`config.mk`:
```
export PLATFORM = sky130hd
export DESIGN_NAME = nic_power_and_pnp_port_regs
export DESIGN_NICKNAME = d
export VERILOG_FILES = /design/src/design/nic_power_pkg.sv /design/src/design/nic_power_and_pnp_port_regs.sv
export VERILOG_INCLUDE_DIRS = /design/src /design/src/design
export SDC_FILE = /design/constraint.sdc
export NUM_CORES = 1
export LEC_CHECK = 0
export ABC_AREA = 1
export BUFFER_PORTS_ARGS = -buffer_cell sky130_fd_sc_hd__buf_2
export CAP_MARGIN = 10
export CORE_ASPECT_RATIO = 0.9
export CORE_MARGIN = 4
export CORE_UTILIZATION = 50
export DETAILED_ROUTE_END_ITERATION = 8
export HOLD_SLACK_MARGIN = 0.03
export PLACE_DENSITY = 0.88
export SYNTH_ARGS = -nofsm -noshare
export SYNTH_HDL_FRONTEND = slang
export SYNTH_SLANG_ARGS = --single-unit
```
`constraint.sdc`:
```
create_clock -name clk_sys -period 1.58 [get_ports clk_sys]
set_input_delay 0.237 -clock clk_sys [delete_from_list [all_inputs] [get_ports clk_sys]]
set_output_delay 0.237 -clock clk_sys [all_outputs]
set_load 0.01 [all_outputs]
```
`src/design/nic_power_regs.svh`:
```
`ifndef NIC_POWER_REGS_SVH
`define NIC_POWER_REGS_SVH

// Register offsets inside the first register group.
`define OFF_POWER_LED_CONFIG   4'h6
`define OFF_CARD_BACKUP        4'h8
`define OFF_CLOCK_HALT         4'h9
`define OFF_IRQ_MIRROR         4'hb
`define OFF_FLASH_UNLOCK       4'hc
`define OFF_DECODE_CONFIG      4'hd

// Auto-configuration port addresses.
`define PORT_PNP_INDEX         12'h279
`define PORT_PNP_WRITE         12'ha79

// Plug and Play register indices.
`define IDX_SET_READ_PORT      8'h00
`define IDX_CARD_SELECT        8'h06
`define IDX_ACTIVATE           8'h30

// Field positions of the power and LED configuration register.
`define BIT_SLEEP              2
`define BIT_POWER_DOWN         1
`define BIT_INACTIVE           0

// Command values.
`define HALT_CMD_RUNNING       8'h52
`define HALT_CMD_HALTED        8'h48
`define UNLOCK_FIRST           8'h57
`define UNLOCK_SECOND          8'ha8

// Initiation key generator.
`define KEY_SEED               8'h6a
`define KEY_LENGTH             5'd31

// Reset values.
`define RST_CARD_SELECT        8'h00
`define RST_READ_PORT_SEL      8'h00

`endif

```
`src/design/nic_power_pkg.sv`:
```
package nic_power_pkg;

    typedef struct packed {
        logic [15:0] addr;
        logic        wr;
        logic        rd;
        logic [7:0]  wdata;
    } io_req_t;

    typedef enum logic [0:0] {
        PD_RUNNING = 1'b0,
        PD_HALTED  = 1'b1
    } pd_mode_t;

    typedef enum logic [1:0] {
        FL_LOCKED = 2'b00,
        FL_FIRST  = 2'b01,
        FL_OPEN   = 2'b10
    } flash_state_t;

endpackage : nic_power_pkg

```
`src/design/nic_power_and_pnp_port_regs.sv`:
```
// Notes on behaviour
// - Sleep forces LEDs off except coax LED.
// - Sleep resets zero, writable only in mode 11.
// - Power-down turns off network interface entirely.
// - Power-down: LEDs high, coax LED driven low.
// - Halted mode stops clock; in group one only halt register reachable.
// - Power-down loads from EEPROM, writable in mode 11.
// - Inactive bit reads inverse of activate bit.
// - Inactive: ignore boot ROM and group one except the halt register.
// - Full decode compares 16 bits, else ten.
// - Full-decode bit read-only, from EEPROM byte.
// - Offset 08 reads backup of card number.
// - Halt writes ignored unless power-down set.
// - 52 selects running, 48 halted, others ignored.
// - Offset 0B mirrors eight interrupt request lines.
// - Flash unlocked by 57 then A8 only.
// - Flash write commands ignored while locked.
// - Decode index, write and relocatable read ports.
// - Index kept for any number of accesses.
// - Index port also takes initiation key.
// - Undefined Plug and Play registers read zero.
// - Index 00 sets read port bits 9..2.
`timescale 1ns/10ps
`include "nic_power_regs.svh"

module nic_power_and_pnp_port_regs #(
    parameter logic [15:0] GROUP_BASE = 16'h0300
) (
    input  wire logic                   clk_sys,
    input  wire logic                   rst,
    input  wire nic_power_pkg::io_req_t ioReq,
    input  wire logic [1:0]             eepromMode,
    input  wire logic                   eepromPowerDown,
    input  wire logic                   eepromFullDecode,
    input  wire logic [7:0]             irqLines,
    input  wire logic [2:0]             ledIn,
    input  wire logic                   coaxLedIn,
    input  wire logic                   bootRomReadReq,
    input  wire logic                   flashWriteReq,
    output logic [7:0]                  ioRdata,
    output logic                        ioRdataValid,
    output logic [2:0]                  ledOut,
    output logic                        coaxLed,
    output logic                        netEnable,
    output logic                        clockRun,
    output logic                        bootRomSelect,
    output logic                        flashWriteGo,
    output logic                        flashWriteEnabled
);
    import nic_power_pkg::*;

    ////////////////////////////////////////////////////////////////////////////////
    // State.

    logic         sleepBit;
    logic         powerDown;
    logic         fullDecode;
    pd_mode_t     pdMode;
    flash_state_t flashState;
    logic [7:0]   pnpIndex;
    logic [7:0]   readPortSel;
    logic [7:0]   cardSelectNumber;
    logic [7:0]   cardNumberBackup;
    logic         activateBit;
    logic [7:0]   keyLfsr;
    logic [4:0]   keyCount;
    logic         keyDone;

    ////////////////////////////////////////////////////////////////////////////////
    // Address decode.

    function automatic logic groupHit(input logic [15:0] a, input logic full, input logic [3:0] off);
        logic [15:0] target;
        target = GROUP_BASE + {12'h000, off};
        groupHit = full ? (a == target) : (a[9:0] == target[9:0]);
    endfunction : groupHit

    function automatic logic [7:0] lfsrStep(input logic [7:0] v);
        lfsrStep = {v[1] ^ v[0], v[7:1]};
    endfunction : lfsrStep

    logic modeOpen;
    logic halted;
    logic groupOpen;
    logic hitConfig3;
    logic hitBackup;
    logic hitHalt;
    logic hitIrq;
    logic hitUnlock;
    logic hitDecode;
    logic hitIndex;
    logic hitWrite;
    logic hitRead;

    always_comb begin
        modeOpen   = (eepromMode == 2'b11);
        halted     = powerDown && (pdMode == PD_HALTED);
        groupOpen  = activateBit && !halted;
        hitConfig3 = groupHit(ioReq.addr, fullDecode, `OFF_POWER_LED_CONFIG) && groupOpen;
        hitBackup  = groupHit(ioReq.addr, fullDecode, `OFF_CARD_BACKUP) && groupOpen;
        hitHalt    = groupHit(ioReq.addr, fullDecode, `OFF_CLOCK_HALT);
        hitIrq     = groupHit(ioReq.addr, fullDecode, `OFF_IRQ_MIRROR) && groupOpen;
        hitUnlock  = groupHit(ioReq.addr, fullDecode, `OFF_FLASH_UNLOCK) && groupOpen;
        hitDecode  = groupHit(ioReq.addr, fullDecode, `OFF_DECODE_CONFIG) && groupOpen;
        hitIndex   = (ioReq.addr[11:0] == `PORT_PNP_INDEX);
        hitWrite   = (ioReq.addr[11:0] == `PORT_PNP_WRITE);
        hitRead    = keyDone && (ioReq.addr[9:0] == {readPortSel, 2'b11});
    end

    ////////////////////////////////////////////////////////////////////////////////
    // Power and LED configuration.

    always_ff @(posedge clk_sys) begin
        if (rst) begin
            sleepBit <= 1'b0;
        end else if (ioReq.wr && hitConfig3 && modeOpen) begin
            sleepBit <= ioReq.wdata[`BIT_SLEEP];
        end
    end

    // The straps are caught while reset is held, so they settle before release.
    always_ff @(posedge clk_sys) begin
        if (rst) begin
            powerDown  <= eepromPowerDown;
            fullDecode <= eepromFullDecode;
        end else if (ioReq.wr && hitConfig3 && modeOpen) begin
            powerDown <= ioReq.wdata[`BIT_POWER_DOWN];
        end
    end

    // Halt writes also reach the device while it is inactive, so it can always be woken.
    always_ff @(posedge clk_sys) begin
        if (rst) begin
            pdMode <= PD_RUNNING;
        end else if (!powerDown) begin
            pdMode <= PD_RUNNING;
        end else if (ioReq.wr && hitHalt) begin
            case (ioReq.wdata)
                `HALT_CMD_RUNNING: pdMode <= PD_RUNNING;
                `HALT_CMD_HALTED:  pdMode <= PD_HALTED;
                default:           pdMode <= pdMode;
            endcase
        end
    end

    always_ff @(posedge clk_sys) begin
        if (rst) begin
            ledOut    <= 3'b111;
            coaxLed   <= 1'b0;
            netEnable <= 1'b0;
            clockRun  <= 1'b1;
        end else begin
            ledOut    <= (sleepBit || powerDown) ? 3'b111 : ledIn;
            coaxLed   <= powerDown ? 1'b0 : coaxLedIn;
            netEnable <= !powerDown;
            clockRun  <= !halted;
        end
    end

    ////////////////////////////////////////////////////////////////////////////////
    // Flash write unlock.

    always_ff @(posedge clk_sys) begin
        if (rst) begin
            flashState <= FL_LOCKED;
        end else if (ioReq.wr && hitUnlock && modeOpen) begin
            case (flashState)
                FL_FIRST: flashState <= (ioReq.wdata == `UNLOCK_SECOND) ? FL_OPEN :
                                        (ioReq.wdata == `UNLOCK_FIRST) ? FL_FIRST : FL_LOCKED;
                default:  flashState <= (ioReq.wdata == `UNLOCK_FIRST) ? FL_FIRST : FL_LOCKED;
            endcase
        end
    end

    always_ff @(posedge clk_sys) begin
        if (rst) begin
            flashWriteEnabled <= 1'b0;
            flashWriteGo      <= 1'b0;
            bootRomSelect     <= 1'b0;
        end else begin
            flashWriteEnabled <= (flashState == FL_OPEN);
            flashWriteGo      <= flashWriteReq && (flashState == FL_OPEN);
            bootRomSelect     <= bootRomReadReq && activateBit && !halted;
        end
    end

    ////////////////////////////////////////////////////////////////////////////////
    // Plug and Play ports.

    // The key generator restarts whenever an index write breaks the sequence.
    always_ff @(posedge clk_sys) begin
        if (rst) begin
            keyLfsr  <= `KEY_SEED;
            keyCount <= 5'd0;
            keyDone  <= 1'b0;
        end else if (ioReq.wr && hitIndex && !keyDone) begin
            if (ioReq.wdata == keyLfsr) begin
                keyLfsr  <= lfsrStep(keyLfsr);
                keyCount <= keyCount + 5'd1;
                keyDone  <= (keyCount == `KEY_LENGTH);
            end else begin
                keyLfsr  <= `KEY_SEED;
                keyCount <= 5'd0;
            end
        end
    end

    always_ff @(posedge clk_sys) begin
        if (rst) begin
            pnpIndex <= 8'h00;
        end else if (ioReq.wr && hitIndex) begin
            pnpIndex <= ioReq.wdata;
        end
    end

    always_ff @(posedge clk_sys) begin
        if (rst) begin
            readPortSel      <= `RST_READ_PORT_SEL;
            cardSelectNumber <= `RST_CARD_SELECT;
            cardNumberBackup <= `RST_CARD_SELECT;
            activateBit      <= 1'b0;
        end else if (ioReq.wr && hitWrite && keyDone) begin
            case (pnpIndex)
                `IDX_SET_READ_PORT: readPortSel <= ioReq.wdata;
                `IDX_CARD_SELECT: begin
                    cardSelectNumber <= ioReq.wdata;
                    cardNumberBackup <= ioReq.wdata;
                end
                `IDX_ACTIVATE: activateBit <= ioReq.wdata[0];
                default: activateBit <= activateBit;
            endcase
        end
    end

    ////////////////////////////////////////////////////////////////////////////////
    // Read data.

    logic [7:0] next_ioRdata;
    logic       next_ioRdataValid;

    always_comb begin
        next_ioRdata      = 8'h00;
        next_ioRdataValid = ioReq.rd;
        if (hitRead) begin
            case (pnpIndex)
                `IDX_CARD_SELECT: next_ioRdata = cardSelectNumber;
                `IDX_ACTIVATE:    next_ioRdata = {7'h00, activateBit};
                default:          next_ioRdata = 8'h00;
            endcase
        end else if (hitConfig3) begin
            next_ioRdata = {5'h00, sleepBit, powerDown, !activateBit};
        end else if (hitBackup) begin
            next_ioRdata = cardNumberBackup;
        end else if (hitIrq) begin
            next_ioRdata = irqLines;
        end else if (hitDecode) begin
            next_ioRdata = {7'h00, fullDecode};
        end else begin
            next_ioRdataValid = 1'b0;
        end
        if (!ioReq.rd) begin
            next_ioRdataValid = 1'b0;
            next_ioRdata      = 8'h00;
        end
    end

    always_ff @(posedge clk_sys) begin
        if (rst) begin
            ioRdata      <= 8'h00;
            ioRdataValid <= 1'b0;
        end else begin
            ioRdata      <= next_ioRdata;
            ioRdataValid <= next_ioRdataValid;
        end
    end

    ////////////////////////////////////////////////////////////////////////////////
    // Checks.

    sleep_leds_a: assert property (@(posedge clk_sys) disable iff (rst)
        sleepBit |=> ledOut == 3'b111)
        else $error("Sleep did not force LEDs off.");

    sleep_locked_a: assert property (@(posedge clk_sys) disable iff (rst)
        (eepromMode != 2'b11) |=> $stable(sleepBit))
        else $error("Sleep bit changed outside mode 11.");

    pd_network_a: assert property (@(posedge clk_sys) disable iff (rst)
        powerDown |=> !netEnable && !coaxLed)
        else $error("Power-down left network or coax LED on.");

    pd_leds_a: assert property (@(posedge clk_sys) disable iff (rst)
        powerDown |=> ledOut == 3'b111)
        else $error("Power-down did not force LEDs off.");

    halt_clock_a: assert property (@(posedge clk_sys) disable iff (rst)
        (powerDown && pdMode == PD_HALTED) |=> !clockRun)
        else $error("Clock kept running in halted mode.");

    halt_ignored_a: assert property (@(posedge clk_sys) disable iff (rst)
        (!powerDown && ioReq.wr && hitHalt) |=> pdMode == PD_RUNNING)
        else $error("Halt write took effect outside power-down.");

    halt_select_a: assert property (@(posedge clk_sys) disable iff (rst)
        (powerDown && ioReq.wr && hitHalt && ioReq.wdata == `HALT_CMD_HALTED && !(ioReq.wr && hitConfig3))
        |=> pdMode == PD_HALTED)
        else $error("Halted-mode command not taken.");

    inactive_read_a: assert property (@(posedge clk_sys) disable iff (rst)
        (ioReq.rd && hitConfig3 && !hitRead) |=> ioRdataValid && ioRdata[`BIT_INACTIVE] == !$past(activateBit))
        else $error("Inactive bit is not the inverse of activate.");

    irq_mirror_a: assert property (@(posedge clk_sys) disable iff (rst)
        (ioReq.rd && hitIrq && !hitRead && !hitConfig3 && !hitBackup) |=> ioRdata == $past(irqLines))
        else $error("Interrupt mirror read wrong value.");

    flash_lock_a: assert property (@(posedge clk_sys) disable iff (rst)
        flashWriteGo |-> $past(flashState) == FL_OPEN)
        else $error("Flash write passed while locked.");

    flash_seq_a: assert property (@(posedge clk_sys) disable iff (rst)
        (flashState == FL_LOCKED) ##1 (flashState == FL_OPEN) |-> 1'b0)
        else $error("Flash opened without first unlock byte.");

    inactive_rom_a: assert property (@(posedge clk_sys) disable iff (rst)
        !activateBit |=> !bootRomSelect)
        else $error("Boot ROM selected while inactive.");

    decode_fixed_a: assert property (@(posedge clk_sys) disable iff (rst)
        $stable(fullDecode))
        else $error("Full-decode bit changed outside reset.");

    full_decode_a: assert property (@(posedge clk_sys) disable iff (rst)
        (fullDecode && ioReq.addr[15:10] != GROUP_BASE[15:10])
        |-> !(hitConfig3 || hitBackup || hitHalt || hitIrq || hitUnlock || hitDecode))
        else $error("Full decode accepted a mismatched upper address.");

    halted_idle_cover: cover property (@(posedge clk_sys) disable iff (rst)
        powerDown && pdMode == PD_HALTED && !activateBit);

    full_decode_cover: cover property (@(posedge clk_sys) disable iff (rst)
        fullDecode && ioRdataValid);

    unlock_cover: cover property (@(posedge clk_sys) disable iff (rst)
        flashState == FL_FIRST ##1 flashState == FL_OPEN);

    halted_cover: cover property (@(posedge clk_sys) disable iff (rst)
        !clockRun ##[1:20] clockRun);

    key_cover: cover property (@(posedge clk_sys) disable iff (rst)
        $rose(keyDone));

endmodule : nic_power_and_pnp_port_regs

```
==> impl_metrics.toml, run 1 <==
[status]
run_status = "complete, but fails checks"
violations = "negative setup slack"

[clocking]
htreeDepth = 3
cts-root-buf = "clkbuf_8"
clock-sinks = 63
holdBufCountCts = 0
cts_buffer_depth = 2
cts_buffers = 9
clk_pin_slew_ps = 70
clock_latency_ps = 350
cts_tree = "done"

[detailed_routing]
firstDrtPassIters = 7
first_iter_violations = 271
met1_length_um = 3667
wl_met2_um = 4506
vias = 3569
wirelength_um = 9438
wl_met3_um = 964
antenna_left = 0
wire_per_inst_um = 14.07
highest_layer = "met4"
vias_per_cell = 5.319
drc = 0

[power_and_ir_drop]
netSwitchingPower_w = 0.0008092
swShare_pct = 24.77
p_clk_share_pct = 41.3
combPwrFrac_pct = 9.2
ir_worst_vdd_mv = 0.6704
p_int_w = 0.002457
power.density_nw_per_um2 = 791.3
p_leak_nw = 1.994
p_seq_share_pct = 49.4

[worst_setup_path]
critical_path.top_delay_family = "simple AND/OR/NAND/NOR gates"
cp.arrival_ps = 1900
required_ps = 1810
worst-path-buf-inv = 1
slowest_delay_ps = 470
path_common_cell = "nand2_2"
slowest_stage = "edfxtp_1"
cp_max_fo = 7
path_cells = "nand2_1, nand2_2, nor2_4, nand2_2, nor2_4, buf_4, nand2_2, nand4_1, a21oi_1"
r2r_end = "ioRdata[6]$_SDFF_PP0_"
worstSetupStartpointType = "flop"
crit_type = "reg2reg"
cp-end-kind = "flop"
r2r-start = "fullDecode$_DFFE_PP_"
reg2reg_slack_ps = -90
r2r_cells = 9

[logic_synthesis]
synth-seq-cells = 63
synth.distinct_cells = 33
netlist_instances = 494
synth_warnings = 0
synth_flop_cell = "dfxtp_1"
synth_area_sq_um = 3316
syn_area_per_cell_sq_um = 6.712
syn_nets = 542
async_flop_share_pct = 0
ys_seq_area_share_pct = 38.64
synth_edf_count = 2

[sta]
fin_skew_ps = 8.708
setup_viol = 11
timing.final.hold_violations = 0
final_max_slew_viol_count = 0
rsz0062_at_grt = "true"
relSlewSlack_pct = 67.84
setup_slack_ps = -90.13
tightest_slew_ps = 481.9
period_needed_ps = 1670
hold_ws_ps = 63.55
fmax_ghz = 0.5988
min_period_over_period_pct = 105.7

[floorplan]
die-area_sq_um = 8000
die_h_um = 85.26
num_rows = 27
die_x_um = 93.84
num_io_pins = 64
initial_core_util_pct = 52.77
coreArea_sq_um = 6284

[min_path]
holdCritPathClass = "in2reg"
min_to = "ledOut[2]$_SDFF_PP1_"
hold_path.startpoint = "ledIn[2]"
whs_path_depth = 3

[layout]
antennaDiodeCount = 0
layout-drive-gt1-share_pct = 25.68
final_util_pct = 65.69
final_area_sq_um = 4128
area_delta_synth_final_pct = 24.49
nets = 628

[place]
routabilityCongestion = 0.9011
place_area_sq_um = 3796
place.detailed.hpwl_um = 6697
io_buffers = 63

[global_routing]
grt_pass1_vias = 3370
grt_overflow_total = 0
antenna_found_initial = 0
grt_max_degree = 17
grt_util_all_layers_pct = 24.07
grt_pass1_wl_um = 15300

[job]
drv_cap = 0
## registers in the layout, indices dropped and copies added (netlist names), 2 cells and up
register / cells
readPortSel: 8
cardNumberBackup: 8
keyLfsr: 8
keyCount: 5
ioRdata: 8
flashState: 2
ledOut: 3
pnpIndex: 8
## how the worst max path moves through the flow
stage                         startpoint               endpoint  slack, ps  depth (start not counted)
CTS                 fullDecode$_DFFE_PP_  ioRdata[1]$_SDFF_PP0_        -50                         10
detailed placement  fullDecode$_DFFE_PP_  ioRdata[0]$_SDFF_PP0_       -140                         10
global route        fullDecode$_DFFE_PP_  ioRdata[7]$_SDFF_PP0_       -240                         10
global placement    fullDecode$_DFFE_PP_  ioRdata[0]$_SDFF_PP0_        -30                         10
finish              fullDecode$_DFFE_PP_  ioRdata[6]$_SDFF_PP0_        -90                          9
floorplan           fullDecode$_DFFE_PP_  ioRdata[0]$_SDFF_PP0_        110                         10
## metrics by stage
step	setup WS, ps	TNS [ps]	std cells	total power (W)
finish	-90.13	-759.6	671	0.003266
global route	-241.6	-2266	671	0.003407
global placement	-27.45	-86.94	648	0.001918
floorplan	110.3	0	494	0.001776
CTS	-49.11	-135.8	666	0.003257
detailed placement	-138.8	-871.8	648	0.001923
## cell usage in the layout (no fill, tap or decap), types with 3 or more instances in the layout
cell and instances:
a21oi_1 29, buf_2 63, buf_4 24, clkbuf_8 11, clkinv_2 4, dfxtp_1 61, inv_1 55, inv_2 12
nand2_1 128, nand2_2 8, nand3_1 31, nand3_2 4, nand4_1 23, nor2_1 65, nor2_2 6, nor2_4 6
nor3_1 5, nor4_1 3, o21ai_0 6, o21ai_1 6, xnor2_1 9, xor2_1 3
## metal layers
metal / up-vias / GRT usage [%]
met4: 0 / 9.711
met2: 186 / 38.62
met3: 38 / 7.979
li1: 1745 / -
met5: - / 0
met1: 1600 / 29.66
## cell type report
class,instances,area (sq um)
Sequential cell,63,1281
Inverter,69,260.3
Timing Repair Buffer,87,495.5
Clock inverter,3,15.01
Multi-Input combinational cell,350,1790
Tap cell,87,108.9
Clock buffer,12,176.4
Fill cell,526,2156
## worst reg2reg max path: stages, from the launching register on
cell and delay (ps):
edfxtp_1 470, nand2_1 120, nand2_2 70, nor2_4 140, nand2_2 90, nor2_4 230
buf_4 170, nand2_2 70, nand4_1 100, a21oi_1 70
## cells by family after synthesis
kind of cell    synth area share, %
simple gates                  40.57
flops                         38.64
fa+ha+maj                    0.7546
xor+xnor                      3.170
buf+inv                       10.19
compound gates                6.679
## synth_stat cells, types with 2 or more instances
cell type / number / area [sq um]
edfxtp_1: 2 / 60.06
nand4_1: 23 / 143.9
or2_1: 2 / 12.51
nor3_1: 5 / 25.02
buf_2: 3 / 15.01
buf_6: 3 / 33.78
clkinv_1: 2 / 7.510
a21oi_1: 31 / 155.2
ha_1: 2 / 25.02
nand3_2: 2 / 20.02
nor3b_1: 2 / 15.01
nand3_1: 33 / 165.2
o21ai_1: 6 / 30.03
nor4_1: 3 / 18.77
clkbuf_1: 7 / 26.28
nand2_1: 134 / 503.0
nand2_2: 3 / 18.77
xor2_1: 3 / 26.28
xnor2_1: 9 / 78.83
inv_1: 56 / 210.2
nor2_4: 3 / 33.78
nor2_2: 2 / 12.51
nor4_4: 2 / 42.54
o21ai_0: 6 / 30.03
nor2_1: 72 / 270.3
inv_2: 11 / 41.29
dfxtp_1: 61 / 1221
## power groups by stage
stage          logic, W  registers, W  clock network, W
6_report       0.000302       0.00161           0.00135
2_1_floorplan  0.000120       0.00166                 0
3_5_place_dp   0.000274       0.00165                 0
4_1_cts        0.000290       0.00161           0.00135
3_3_place_gp   0.000269       0.00165                 0
5_1_grt        0.000329       0.00161           0.00146
## timing repair
item | 4_1_cts | 5_1_grt
gates cloned | 0 | 2
setup endpoints to repair | 13 | 18
setup buffers | 3 | 3
pin swaps | 7 | 15
resized for setup | 13 | 11
Power figures use the tool's default switching activity.
==> inputs of run 2 (changes only) <==
- HOLD_SLACK_MARGIN: 0.03 -> 0.02
- PLACE_DENSITY: 0.88 -> default
- PLACE_DENSITY_LB_ADDON: default -> 0.15
==> impl_metrics.toml, run 2 (same netlist as run 1, synthesis figures left out) <==
[layout]
final_area_sq_um = 4144
layoutNonFillerInstCount = 673
n_fill_cell = 599
mostFrequentLayoutCells = "nand2_1 (130), nor2_1 (67), buf_2 (63)"
layout-drive-gt1-share_pct = 24.40
area_delta_synth_final_pct = 24.98
nets = 629
antennaDiodeCount = 0
final_common_cell = "nand2_1"

[sta]
relSlewSlack_pct = 66.76
setup_slack_ps = -44.57
setup_tns_ps = -181.8
fmax_ghz = 0.6155
rsz0062_at_grt = "true"
fin_skew_ps = 6.832
min_period_over_period_pct = 102.8
period_needed_ps = 1625
setup_viol = 7
tightest_slew_ps = 494.0
timing.final.hold_violations = 0
final_max_slew_viol_count = 0

[detailed_routing]
highest_layer = "met4"
antenna_left = 0
wl_met2_um = 4260
met1_length_um = 4037
wl_met3_um = 753
first_iter_violations = 248
drc = 0
vias_per_cell = 5.105
wirelength_um = 9188
wire_per_inst_um = 13.65
vias = 3436
firstDrtPassIters = 5

[worst_setup_path]
r2r_end = "ioRdata[1]$_SDFF_PP0_"
cp_max_fo = 7
cp-end-kind = "flop"
worstSetupStartpointType = "flop"
cp.arrival_ps = 1900
crit_type = "reg2reg"
r2r-start = "fullDecode$_DFFE_PP_"
required_ps = 1850
r2r_cells = 10
reg2reg_slack_ps = -40

[global_routing]
antenna_found_initial = 0
grt_overflow_total = 0
grt_max_degree = 38
grt_util_all_layers_pct = 23.06
grt_pass1_wl_um = 14430
grt_pass1_vias = 3016

[clocking]
clk_pin_slew_ps = 70
clock_latency_ps = 350
clock-sinks = 63
cts-root-buf = "clkbuf_8"
htreeDepth = 3
cts_buffers = 9
holdBufCountCts = 0
cts_tree = "done"
cts_buffer_depth = 2

[place]
place_area_sq_um = 3871
io_buffers = 63
routabilityCongestion = 0.8710
place_inst = 653
place.detailed.hpwl_um = 6878

[job]
drv_cap = 0

[power_and_ir_drop]
power.density_nw_per_um2 = 770.3
p_leak_nw = 2.008
ir_worst_vdd_mv = 0.5242

[floorplan]
num_io_pins = 64
coreArea_sq_um = 6284
initial_core_util_pct = 52.77
die_x_um = 93.84
num_rows = 27
die_h_um = 85.26
die-area_sq_um = 8000

[status]
run_status = "complete, but fails checks"
violations = "negative setup slack"

[min_path]
hold_path.startpoint = "ledIn[1]"
whs_path_depth = 3
holdCritPathClass = "in2reg"
min_to = "ledOut[1]$_SDFF_PP1_"
## run 2: cell types whose count changed in the layout (fill, tap and decap cells not counted), sizes merged
cell	before	now
buf	87	90
clkbuf	12	13
clkinv	5	4
inv	67	68
nand2	138	137
nand4	25	24
## run 2: power breakdown
part,internal (W),total [W],leakage (nW),switching [W]
logic,0.000118,0.000300,1.40,0.000182
registers,0.00161,0.00161,0.512,0.00000668
clock network,0.000652,0.00128,0.0937,0.000626
## run 2: layout make-up
type / instances / area [sq um] / share of cell area [%]
repair buffers: 90 / 555.5 / 13.41
clock inverters: 3 / 16.27 / 0.3925
flip-flops and latches: 63 / 1282 / 30.95
clock buffers: 13 / 158.9 / 3.835
well taps: 87 / 108.9 / 2.627
inverters: 69 / 259.0 / 6.250
multi-input cells: 348 / 1763 / 42.54
## run 2: repair_timing
action,CTS,global route
endpoints found under the hold margin,0,0
pin swaps,0,7
endpoints found under the setup margin,12,25
buffers inserted,0,4
cloned,0,0
gates resized for setup,3,16
## run 2: critical path, stage by stage, from the launching register on
cell,delay (ps)
edfxtp_1,500
nand2_1,130
nand2_2,60
nor2_4,140
nand2_2,90
nor2_4,160
buf_4,150
nand4_1,80
nand3_1,90
nand2_1,50
a21oi_1,120
## run 2: through the flow
| stage | utilization, % | setup slack (ps) | hold WS [ps] | power, W |
|---|---|---|---|---|
| final | 65.95 | -44.57 | 75.95 | 0.003192 |
| after global routing | 65.95 | -168.9 | 69.80 | 0.003326 |
| after CTS | 64.52 | -17.00 | 65.27 | 0.003200 |
| after detailed placement | 61.61 | -56.29 | 422.3 | 0.001934 |
| after global placement | 61.61 | -16.31 | 414.6 | 0.001931 |
| after floorplan | - | 110.3 | 306.1 | 0.001776 |
## run 2: worst max-delay path by stage
stage | from | endpoint | slack (ps) | cells after the start
3_5_place_dp | fullDecode$_DFFE_PP_ | ioRdata[0]$_SDFF_PP0_ | -60 | 10
2_1_floorplan | fullDecode$_DFFE_PP_ | ioRdata[0]$_SDFF_PP0_ | 110 | 10
4_1_cts | fullDecode$_DFFE_PP_ | ioRdata[0]$_SDFF_PP0_ | -20 | 10
6_report | fullDecode$_DFFE_PP_ | ioRdata[1]$_SDFF_PP0_ | -40 | 10
3_3_place_gp | fullDecode$_DFFE_PP_ | ioRdata[1]$_SDFF_PP0_ | -20 | 10
5_1_grt | fullDecode$_DFFE_PP_ | ioRdata[4]$_SDFF_PP0_ | -170 | 9
## run 2: metal layers
metal,global-route usage (%),vias up
li1,-,1740
met1,30.84,1539
met2,36.69,142
met3,5.230,15
met4,7.743,0
met5,0,-
